## src/rtl/sfh_pkg.sv

```systemverilog
// Package for the feature-setting subcommand handler.
// Assumes a single 125 MHz clock domain and an AXI4-Lite register bus.
package sfh_pkg;

    // Register byte offsets.
    localparam logic [7:0] OFF_CMD      = 8'h00;
    localparam logic [7:0] OFF_STATUS   = 8'h04;
    localparam logic [7:0] OFF_SETTINGS = 8'h08;
    localparam logic [7:0] OFF_APM      = 8'h0C;
    localparam logic [7:0] OFF_FLUSH    = 8'h10;

    // Command register fields.
    localparam int CMD_CODE_LSB = 0;
    localparam int CMD_FEAT_LSB = 8;
    localparam int CMD_CNT_LSB  = 16;

    // Command codes.
    localparam logic [7:0] CODE_SETFEAT  = 8'hEF;
    localparam logic [7:0] CODE_IDENTIFY = 8'hEC;
    localparam logic [7:0] CODE_STBY     = 8'hE2;
    localparam logic [7:0] CODE_STBY_IMM = 8'hE0;
    localparam logic [7:0] CODE_SLEEP    = 8'hE6;
    localparam logic [7:0] CODE_CHKPWR   = 8'hE5;
    localparam logic [7:0] CODE_DIAG     = 8'h90;
    localparam logic [7:0] CODE_EXTERR   = 8'h03;

    // Subcommands.
    localparam logic [7:0] SUB_EN8     = 8'h01;
    localparam logic [7:0] SUB_WC_EN   = 8'h02;
    localparam logic [7:0] SUB_XFER    = 8'h03;
    localparam logic [7:0] SUB_APM_EN  = 8'h05;
    localparam logic [7:0] SUB_PUIS_EN = 8'h06;
    localparam logic [7:0] SUB_PM1_EN  = 8'h0A;
    localparam logic [7:0] SUB_DIS8    = 8'h81;
    localparam logic [7:0] SUB_WC_DIS  = 8'h82;
    localparam logic [7:0] SUB_APM_DIS = 8'h85;
    localparam logic [7:0] SUB_PUIS_DIS= 8'h86;
    localparam logic [7:0] SUB_PM1_DIS = 8'h8A;
    localparam logic [7:0] SUB_NOREV   = 8'h66;
    localparam logic [7:0] SUB_REV     = 8'hCC;

    // Transfer type field values.
    localparam logic [4:0] XT_DEFAULT = 5'h00;
    localparam logic [4:0] XT_PIO     = 5'h01;
    localparam logic [4:0] XT_MDMA    = 5'h04;
    localparam logic [4:0] XT_UDMA    = 5'h08;

    // Power management level points.
    localparam logic [7:0] APM_RSV_LO  = 8'h00;
    localparam logic [7:0] APM_RSV_HI  = 8'hFF;
    localparam logic [7:0] APM_NOSPIN  = 8'h80;
    localparam logic [7:0] APM_RESET   = 8'hFE;

    // Highest modes supported, and the PIO mode from which flow control is forced on.
    localparam logic [2:0] PIO_MAX     = 3'h4;
    localparam logic [2:0] MDMA_MAX    = 3'h2;
    localparam logic [2:0] UDMA_MAX    = 3'h5;
    localparam logic [2:0] PIO_IORDY   = 3'h3;

    // Flush time and its cycle count at 125 MHz.
    localparam int FLUSH_NS     = 1000;
    localparam int CLK_NS       = 8;
    localparam int FLUSH_CYCLES = (FLUSH_NS + CLK_NS - 1) / CLK_NS;

    typedef enum logic [1:0] {
        SFH_IDLE,
        SFH_FLUSH,
        SFH_DONE
    } sfh_state_t;

endpackage : sfh_pkg

```

## src/rtl/sfh_handler.sv

```systemverilog
// Feature-setting subcommand handler with an AXI4-Lite register slave.
// Assumes one clock, a synchronous reset and a host that polls busy.
// Notes on behaviour
// - Subcommand comes in features, command code EFh, parameter in count.
// - Unsupported or invalid subcommand or parameter ends with abort and error.
// - 8-bit transfers supported only when the card feature set is present.
// - With 8-bit mode on, data register uses only the low eight lines.
// - 02h enables write cache; 82h disables it and flushes before completion.
// - Subcommand 03h takes type from count bits 7:3, mode from 2:0.
// - Type 00000b default PIO, 00001b PIO, 00100b multiword DMA, 01000b Ultra DMA; others rejected.
// - Parameter all zeros selects default PIO mode.
// - Parameter 01h selects default PIO and drops flow control if possible.
// - Every mode below the highest supported in a class is accepted.
// - Flow control is provided whenever PIO mode is three or higher.
// - Selecting Ultra DMA clears multiword DMA, and the reverse.
// - Subcommand 05h adopts the power level taken from count.
// - Levels FEh, 81h-FDh, 80h, 02h-7Fh, 01h valid; FFh and 00h reserved.
// - Levels 80h and above forbid spinning down the media.
// - Subcommand 85h disables advanced power management.
// - 06h enables power-up in standby: ready but media not spun up.
// - Power-up-in-standby setting survives all resets.
// - 86h disables power-up in standby; factory default is disabled.
// - 0Ah selects card power mode 1, restored on software reset unless held, and always on hardware reset.
// - 8Ah drops to low-current power mode 0.
// - Mode 0 accepts identify, 0Ah, 8Ah, standby, sleep, check, diag, error.
// - Mode 0 aborts every other command needing more current.
//
// Added by the designer: the placing of the registers and the AXI4-Lite register port.
`timescale 1ns/1ps
`default_nettype none
module sfh_handler
    import sfh_pkg::*;
#(
    parameter bit HAS_CARD_SET  = 1'b1,
    parameter bit CAN_DIS_IORDY = 1'b1
) (
    // Clock and reset.
    input  wire logic        mclk,
    input  wire logic        reset,
    // Non-volatile standby store.
    input  wire logic        nv_puis,
    output logic             nv_puis_we,
    output logic             nv_puis_val,
    // Software reset.
    input  wire logic        soft_reset,
    // Device controls.
    output logic             data_8bit,
    output logic             iordy_en,
    output logic             spin_down_ok,
    output logic             power_mode1,
    output logic             wcache_en,
    // AXI4-Lite slave.
    input  wire logic [7:0]  s_axi_awaddr,
    input  wire logic        s_axi_awvalid,
    output logic             s_axi_awready,
    input  wire logic [31:0] s_axi_wdata,
    input  wire logic [3:0]  s_axi_wstrb,
    input  wire logic        s_axi_wvalid,
    output logic             s_axi_wready,
    output logic [1:0]       s_axi_bresp,
    output logic             s_axi_bvalid,
    input  wire logic        s_axi_bready,
    input  wire logic [7:0]  s_axi_araddr,
    input  wire logic        s_axi_arvalid,
    output logic             s_axi_arready,
    output logic [31:0]      s_axi_rdata,
    output logic [1:0]       s_axi_rresp,
    output logic             s_axi_rvalid,
    input  wire logic        s_axi_rready
);

    typedef struct packed {
        sfh_state_t  state;
        logic [15:0] flush_cnt;
        logic        busy;
        logic        abort;
        logic        err;
        logic        done;
        logic        e8;
        logic        wc;
        logic        iordy;
        logic [2:0]  pio;
        logic        mdma_on;
        logic [2:0]  mdma;
        logic        udma_on;
        logic [2:0]  udma;
        logic        apm_on;
        logic [7:0]  apm;
        logic        puis;
        logic        pm1;
        logic        norev;
        logic        puis_we;
        logic        aw_got;
        logic [7:0]  aw;
        logic        w_got;
        logic [31:0] wd;
        logic [3:0]  ws;
        logic        bv;
        logic [1:0]  br;
        logic        rv;
        logic [31:0] rd;
        logic [1:0]  rr;
        logic        sr1;
        logic        sr2;
        logic        nv1;
        logic        nv2;
        logic        loaded;
    } sfh_regs_t;

    sfh_regs_t r;
    sfh_regs_t next_r;

    // Commands allowed while in low-current mode 0.
    function automatic logic mode0_ok(input logic [7:0] c,
                                      input logic [7:0] f);
        case (c)
            CODE_IDENTIFY, CODE_STBY, CODE_STBY_IMM, CODE_SLEEP,
            CODE_CHKPWR, CODE_DIAG, CODE_EXTERR: mode0_ok = 1'b1;
            CODE_SETFEAT: mode0_ok = (f == SUB_PM1_EN) || (f == SUB_PM1_DIS);
            default:      mode0_ok = 1'b0;
        endcase
    endfunction : mode0_ok

    logic        wr_fire;
    logic [7:0]  c_code;
    logic [7:0]  c_feat;
    logic [7:0]  c_cnt;
    logic [4:0]  x_type;
    logic [2:0]  x_mode;

    always_comb begin
        next_r = r;
        next_r.puis_we = 1'b0;
        next_r.sr1 = soft_reset;
        next_r.sr2 = r.sr1;
        next_r.nv1 = nv_puis;
        next_r.nv2 = r.nv1;
        wr_fire = r.aw_got && r.w_got && !r.bv;
        c_code = r.wd[CMD_CODE_LSB +: 8];
        c_feat = r.wd[CMD_FEAT_LSB +: 8];
        c_cnt  = r.wd[CMD_CNT_LSB +: 8];
        x_type = c_cnt[7:3];
        x_mode = c_cnt[2:0];

        // Stored standby setting, taken once after reset.
        if (!r.loaded) begin
            next_r.loaded = 1'b1;
            next_r.puis = r.nv2;
        end

        // Software reset restores mode 1 unless reverting is held off.
        if (r.sr2 && !r.norev) begin
            next_r.pm1 = 1'b1;
        end

        // Write channel capture; either order is taken.
        if (s_axi_awvalid && !r.aw_got) begin
            next_r.aw_got = 1'b1;
            next_r.aw = s_axi_awaddr;
        end
        if (s_axi_wvalid && !r.w_got) begin
            next_r.w_got = 1'b1;
            next_r.wd = s_axi_wdata;
            next_r.ws = s_axi_wstrb;
        end

        if (wr_fire) begin
            next_r.aw_got = 1'b0;
            next_r.w_got = 1'b0;
            next_r.bv = 1'b1;
            next_r.br = 2'b00;
            case (r.aw)
                OFF_CMD: begin
                    if (r.busy || r.ws != 4'hF) begin
                        // A command while busy, or partial write, is refused.
                        next_r.br = 2'b10;
                    end else begin
                        next_r.busy = 1'b1;
                        next_r.done = 1'b0;
                        next_r.abort = 1'b0;
                        next_r.err = 1'b0;
                        next_r.state = SFH_DONE;
                        if (!r.pm1 && !mode0_ok(c_code, c_feat)) begin
                            next_r.abort = 1'b1;
                        end else if (c_code == CODE_SETFEAT) begin
                            case (c_feat)
                                SUB_EN8, SUB_DIS8: begin
                                    if (HAS_CARD_SET) next_r.e8 = !c_feat[7];
                                    else next_r.abort = 1'b1;
                                end
                                SUB_WC_EN: next_r.wc = 1'b1;
                                SUB_WC_DIS: begin
                                    next_r.wc = 1'b0;
                                    next_r.state = SFH_FLUSH;
                                    next_r.flush_cnt = 16'(FLUSH_CYCLES);
                                end
                                SUB_XFER: begin
                                    case (x_type)
                                        XT_DEFAULT: begin
                                            if (x_mode == 3'h0) begin
                                                next_r.pio = 3'h0;
                                                next_r.iordy = 1'b1;
                                            end else if (x_mode == 3'h1 &&
                                                         CAN_DIS_IORDY) begin
                                                next_r.pio = 3'h0;
                                                next_r.iordy = 1'b0;
                                            end else begin
                                                next_r.abort = 1'b1;
                                            end
                                        end
                                        XT_PIO: begin
                                            if (x_mode <= PIO_MAX) begin
                                                next_r.pio = x_mode;
                                                next_r.iordy = 1'b1;
                                            end else begin
                                                next_r.abort = 1'b1;
                                            end
                                        end
                                        XT_MDMA: begin
                                            if (x_mode <= MDMA_MAX) begin
                                                next_r.mdma = x_mode;
                                                next_r.mdma_on = 1'b1;
                                                next_r.udma_on = 1'b0;
                                            end else begin
                                                next_r.abort = 1'b1;
                                            end
                                        end
                                        XT_UDMA: begin
                                            // Cable check is the host's job.
                                            if (x_mode <= UDMA_MAX) begin
                                                next_r.udma = x_mode;
                                                next_r.udma_on = 1'b1;
                                                next_r.mdma_on = 1'b0;
                                            end else begin
                                                next_r.abort = 1'b1;
                                            end
                                        end
                                        default: next_r.abort = 1'b1;
                                    endcase
                                end
                                SUB_APM_EN: begin
                                    if (c_cnt == APM_RSV_LO ||
                                        c_cnt == APM_RSV_HI) begin
                                        next_r.abort = 1'b1;
                                    end else begin
                                        next_r.apm = c_cnt;
                                        next_r.apm_on = 1'b1;
                                    end
                                end
                                SUB_APM_DIS: next_r.apm_on = 1'b0;
                                SUB_PUIS_EN: begin
                                    next_r.puis = 1'b1;
                                    next_r.puis_we = 1'b1;
                                end
                                SUB_PUIS_DIS: begin
                                    next_r.puis = 1'b0;
                                    next_r.puis_we = 1'b1;
                                end
                                SUB_PM1_EN:  next_r.pm1 = 1'b1;
                                SUB_PM1_DIS: next_r.pm1 = 1'b0;
                                SUB_NOREV:   next_r.norev = 1'b1;
                                SUB_REV:     next_r.norev = 1'b0;
                                default:     next_r.abort = 1'b1;
                            endcase
                        end
                    end
                end
                OFF_STATUS, OFF_SETTINGS, OFF_APM, OFF_FLUSH: next_r.br = 2'b00;
                default: next_r.br = 2'b10;
            endcase
        end
        if (r.bv && s_axi_bready) begin
            next_r.bv = 1'b0;
        end

        // Command engine: flush waits, then completion.
        case (r.state)
            SFH_IDLE: ;
            SFH_FLUSH: begin
                // Completion is held back until the flush has drained.
                if (r.flush_cnt <= 16'h0001) begin
                    next_r.state = SFH_DONE;
                end else begin
                    next_r.flush_cnt = r.flush_cnt - 16'h0001;
                end
            end
            SFH_DONE: begin
                next_r.state = SFH_IDLE;
                next_r.busy = 1'b0;
                next_r.done = 1'b1;
                next_r.err = r.abort;
            end
            default: next_r.state = SFH_IDLE;
        endcase

        // Read channel.
        if (s_axi_arvalid && !r.rv) begin
            next_r.rv = 1'b1;
            next_r.rr = 2'b00;
            case (s_axi_araddr)
                OFF_CMD:    next_r.rd = r.wd;
                OFF_STATUS: next_r.rd = {27'h0, r.state == SFH_FLUSH,
                                         r.err, r.abort, r.done, r.busy};
                OFF_SETTINGS: next_r.rd = {8'h0, r.norev, r.pm1, r.puis,
                                           r.apm_on, r.udma_on, r.udma,
                                           r.mdma_on, r.mdma, r.iordy,
                                           r.pio, 4'h0, r.wc, r.e8, 2'h0};
                OFF_APM:    next_r.rd = {24'h0, r.apm};
                OFF_FLUSH:  next_r.rd = {16'h0, r.flush_cnt};
                default: begin
                    next_r.rd = 32'h0;
                    next_r.rr = 2'b10;
                end
            endcase
        end
        if (r.rv && s_axi_rready) begin
            next_r.rv = 1'b0;
        end
    end

    always_ff @(posedge mclk) begin
        if (reset) begin
            r <= '0;
            r.state <= SFH_IDLE;
            r.pm1 <= 1'b1;
            r.iordy <= 1'b1;
            r.apm <= APM_RESET;
            // The store sync runs through reset, so the load sees it.
            r.nv1 <= next_r.nv1;
            r.nv2 <= next_r.nv2;
        end else begin
            r <= next_r;
        end
    end

    assign s_axi_awready = !r.aw_got;
    assign s_axi_wready  = !r.w_got;
    assign s_axi_bvalid  = r.bv;
    assign s_axi_bresp   = r.br;
    assign s_axi_arready = !r.rv;
    assign s_axi_rvalid  = r.rv;
    assign s_axi_rdata   = r.rd;
    assign s_axi_rresp   = r.rr;

    assign data_8bit    = r.e8;
    assign iordy_en     = r.iordy || (r.pio >= PIO_IORDY);
    assign spin_down_ok = !r.apm_on || (r.apm < APM_NOSPIN);
    assign power_mode1  = r.pm1;
    assign wcache_en    = r.wc;
    assign nv_puis_we   = r.puis_we;
    assign nv_puis_val  = r.puis;

endmodule : sfh_handler
`default_nettype wire

```

## config.mk

```make
export PLATFORM = sky130hd
export DESIGN_NAME = sfh_handler
export DESIGN_NICKNAME = d
export VERILOG_FILES = /design/src/rtl/sfh_pkg.sv /design/src/rtl/sfh_handler.sv
export SDC_FILE = /design/constraint.sdc
export NUM_CORES = 1
export LEC_CHECK = 0
export ABC_AREA = 1
export ABC_CLOCK_PERIOD_IN_PS = 4490
export BUFFER_PORTS_ARGS = -buffer_cell sky130_fd_sc_hd__buf_2
export CORE_MARGIN = 2
export CORE_UTILIZATION = 45
export CTS_CLUSTER_SIZE = 8
export DETAILED_ROUTE_END_ITERATION = 8
export GPL_TIMING_DRIVEN = 0
export PLACE_DENSITY = 0.77
export SYNTH_ARGS = -nofsm -noshare
export SYNTH_HDL_FRONTEND = slang
export SYNTH_SLANG_ARGS = --single-unit
```

## constraint.sdc

```tcl
create_clock -name mclk -period 4.49 [get_ports mclk]
set_clock_uncertainty 0.15 [all_clocks]
set_input_delay 0.449 -clock mclk [delete_from_list [all_inputs] [get_ports mclk]]
set_output_delay 0.449 -clock mclk [all_outputs]
set_load 0.005 [all_outputs]
```

==> impl_metrics.csv <==
group,metric,value,unit
yosys,mappedNetlistArea,0.00668,mm^2
worst_setup_path,cp.buffers_inverters,4,
yosys,synth_async_sr_flop_share,0,%
outcome,run_status,"finished clean",
placed_design,dp.cells,1240,
final_layout,syn_to_final_growth,21.8,%
timing,maxClockFrequency,448,MHz
global_route,grt_antenna_before_repair,0,
timing,finalHoldViolCount,0,
final_layout,layout-drive-gt1-share,21.0,%
placed_design,detailedPlace.worstSlack,1.86,ns
placed_design,routabilityCongestion,0.924,
timing,whs,0.0298,ns
global_route,remaining_global_route_overflow,0,
placed_design,port-buffer-count,105,
routing,detail_route.iter0.violations,670,
global_route,grt_pass1_wl,30900,um
worst_setup_path,cpLargestDelayFamily,"buffers and inverters",
routing,first_pass_detailed_route_iteration_total,6,
die,floorplan.core_area,0.0145,mm^2
timing,fin_tns_setup,0,ns
power_and_ir_drop,netSwitchingFraction,23.6,%
die,chipHeight,126,um
final_layout,fillers,1411,
routing,ant_nets,0,
worst_setup_path,critical_path.max_fanout,10,
timing,layout_min_cycle_time,2.23,ns
clock_network,cts_resized,0,
clock_network,numClockSinks,136,
yosys,yosys_register_bits,136,
yosys,synth_sequential_area_ratio,40.7,%
worst_setup_path,worst_ep_arrival_time,2.45,ns
worst_setup_path,worstSetupEndpointType,"flip-flop",
power_and_ir_drop,power_frac_comb,8.7,%
yosys,number_of_warnings_reported_in_the_yosys_synthesis_log,0,
clock_network,clock_latency,0.44,ns
clock_network,cts_made_buffers,17,
final_layout,layout.area.seq,0.00272,mm^2
power_and_ir_drop,relative_contribution_of_sequential_cells_to_total_power,40.5,%
timing,timing.max_slew.rel_slack,43.0,%
placed_design,detailed_place.area,0.00744,mm^2
final_layout,n_antenna_cell,0,
power_and_ir_drop,switching_power,750,uW
clock_network,clk_root_buffer_cell,"clkbuf_16",
yosys,syn_inst,950,
final_layout,layout.cells.most_common,"nand2_1",
clock_network,htreeDepth,4,
worst_setup_path,critical-path-top-cell-by-count,"clkbuf_1",
timing,finalSetupViolations,0,
run,max-cap-violations,0,
final_layout,finish.cell_count_without_fillers,1273,
final_layout,nNetsFinal,1139,
power_and_ir_drop,power.leakage,0.00373,uW
worst_setup_path,startpoint_type,"primary input",
worst_setup_path,timing.critical_path.slowest_cell_delay,0.60,ns
die,die_area,0.0158,mm^2
die,initial_core_util,46.0,%
final_layout,final_cell_mix,"178 x nand2_1, 136 x dfxtp_1, 125 x nor2_1",
worst_setup_path,timing.critical_path.required,4.70,ns
clock_network,tritoncts,"done",
power_and_ir_drop,internal_power,2430,uW
yosys,syn_area_per_cell,7.03,um^2
timing,postLayoutSetupSlackWorst,2.26,ns
routing,drt_wl_total,19700,um
timing,timing.final.crit_share,49.8,%
routing,drcViolationCount,0,
power_and_ir_drop,p_per_area,391,mW/mm^2
clock_network,clk_path_buf_depth,2,
global_route,globalRouteTotalUtil,24.9,%
worst_setup_path,timing.setup.critical_path_class,"in -> reg",
placed_design,dp_hpwl,14300,um
yosys,synth_edf_count,0,
die,fp.dieW,126,um
routing,via_count,6722,
clock_network,postCtsSetupBuffers,0,
timing,max_slew.worst_pin.slew,0.852,ns
yosys,synth_ff_type,"dfxtp_1",
power_and_ir_drop,power_frac_clock,50.8,%
worst_setup_path,crit_slowest_cell,"clkbuf_1",
routing,post_drt_wl_per_cell,15.4,um
worst_setup_path,cp_cell_sequence,"clkbuf_1, inv_1, clkbuf_1, clkbuf_1, o21ai_0, a21oi_1",
final_layout,multi_input_area,0.00307,mm^2
global_route,grt_start_max_net_pins,17,
power_and_ir_drop,irDropWorstVdd,0.251,mV
die,boundaryPins,109,
final_layout,layout.cell_area.non_filler,0.00814,mm^2
routing,detail_route.vias_per_cell,5.28,
clock_network,clk_pin_slew,0.06,ns
yosys,synth_cell_type_count,43,
min_path,worst_hold_path_type,"in -> reg",
die,num_rows,44,
global_route,first_global_vias,6117,
timing,maxSlewViolCount,0,
timing,rsz0062_at_grt,"false",
==> cell families (layout without fill, tap and decap cells) <==
logic type	after synthesis	after routing	synth area share [%]
AND/OR/NAND/NOR	400	400	26.7
flip-flops	136	136	40.7
buffers and inverters	191	329	13.3
adder cells (fa/ha/maj)	2	2	0.374
AO/OA/AOI/OAI	214	214	18.1
XOR/XNOR	6	6	0.787
other	1	2	0.0561
==> synthesized netlist by cell type (2+ instances only) <==
library cell	count	area, um^2
nand2_1	178	668
o21ai_1	12	60.1
nor3_1	5	25.0
nor2_2	5	31.3
buf_4	38	285
nand3_2	2	20.0
ha_1	2	25.0
nand3_1	47	235
o22ai_1	14	87.6
nor2_1	125	469
nor3_2	6	60.1
o21ai_0	77	385
nand4_2	2	25.0
inv_2	15	56.3
nand3_4	2	35.0
o221ai_1	12	105
nand2_2	3	18.8
xor2_1	4	35.0
o211ai_2	7	87.6
clkbuf_1	26	97.6
o211ai_1	2	15.0
buf_2	5	25.0
a21oi_1	84	420
clkinv_1	2	7.51
nand4_1	19	119
buf_6	3	33.8
xnor2_1	2	17.5
dfxtp_1	136	2720
inv_1	101	379
==> sequential cells by signal (all words and copies together) (netlist names) <==
name	count
r	69
s_axi_rdata	32
c_cnt	8
c_code	8
c_feat	8
next_r	2
data_8bit	1
nv_puis_val	1
nv_puis_we	1
power_mode1	1
s_axi_bresp	1
s_axi_bvalid	1
s_axi_rresp	1
s_axi_rvalid	1
wcache_en	1
==> layout make-up <==
class	count	area share, %
clock buffer	21	5.78
timing repair buffer	106	6.58
buffer	73	5.47
multi-input combinational	624	37.8
tap	184	2.83
inverter	118	5.44
sequential	136	33.5
clock inverter	11	2.67
==> stage by stage <==
step	util (%)	power, uW
6_report	56.0	3180
5_1_grt	56.0	3280
4_1_cts	56.0	3180
3_5_place_dp	51.2	1580
3_3_place_gp	51.2	1580
2_1_floorplan	-	1480
==> routing by layer <==
metal  track usage [%]  share of wire (%)  wire length [um]  vias to the layer above
li1                  -                  -                 -                     3334
met1              32.9                 43              8520                     3019
met3              6.03                 10              1970                       48
met2              39.4                 44              8620                      321
met5                 0                  0                 0                        -
met4              10.1                2.9               565                        0
==> power by group through the flow <==
stage               Combinational (uW)  Sequential, uW  Clock [uW]
CTS                                273            1290        1630
floorplan                          172            1300           0
global placement                   267            1310           0
detailed placement                 270            1310           0
global route                       306            1290        1680
finish                             277            1290        1620
==> path summary, 6_finish.rpt <==
check                                 start                           to  slack, ns  cells past startpoint
hold reg to reg           next_r[1]$_DFF_P_                 r[1]$_DFF_P_       0.18                      0
setup reg to reg  s_axi_rvalid$_SDFFE_PP0P_  s_axi_rdata[0]$_SDFFE_PP0P_       2.36                      4
hold / removal                 s_axi_bready    s_axi_bvalid$_SDFFE_PP0P_       0.03                      2
setup / recovery                      reset           r[84]$_SDFFE_PP0P_       2.26                      6
==> repair_timing <==
action | in CTS | in global routing
hold endpoints to repair | 1 | 0
hold buffers | 1 | 0
setup endpoints to repair | 0 | 0
Power figures use the tool's default switching activity.
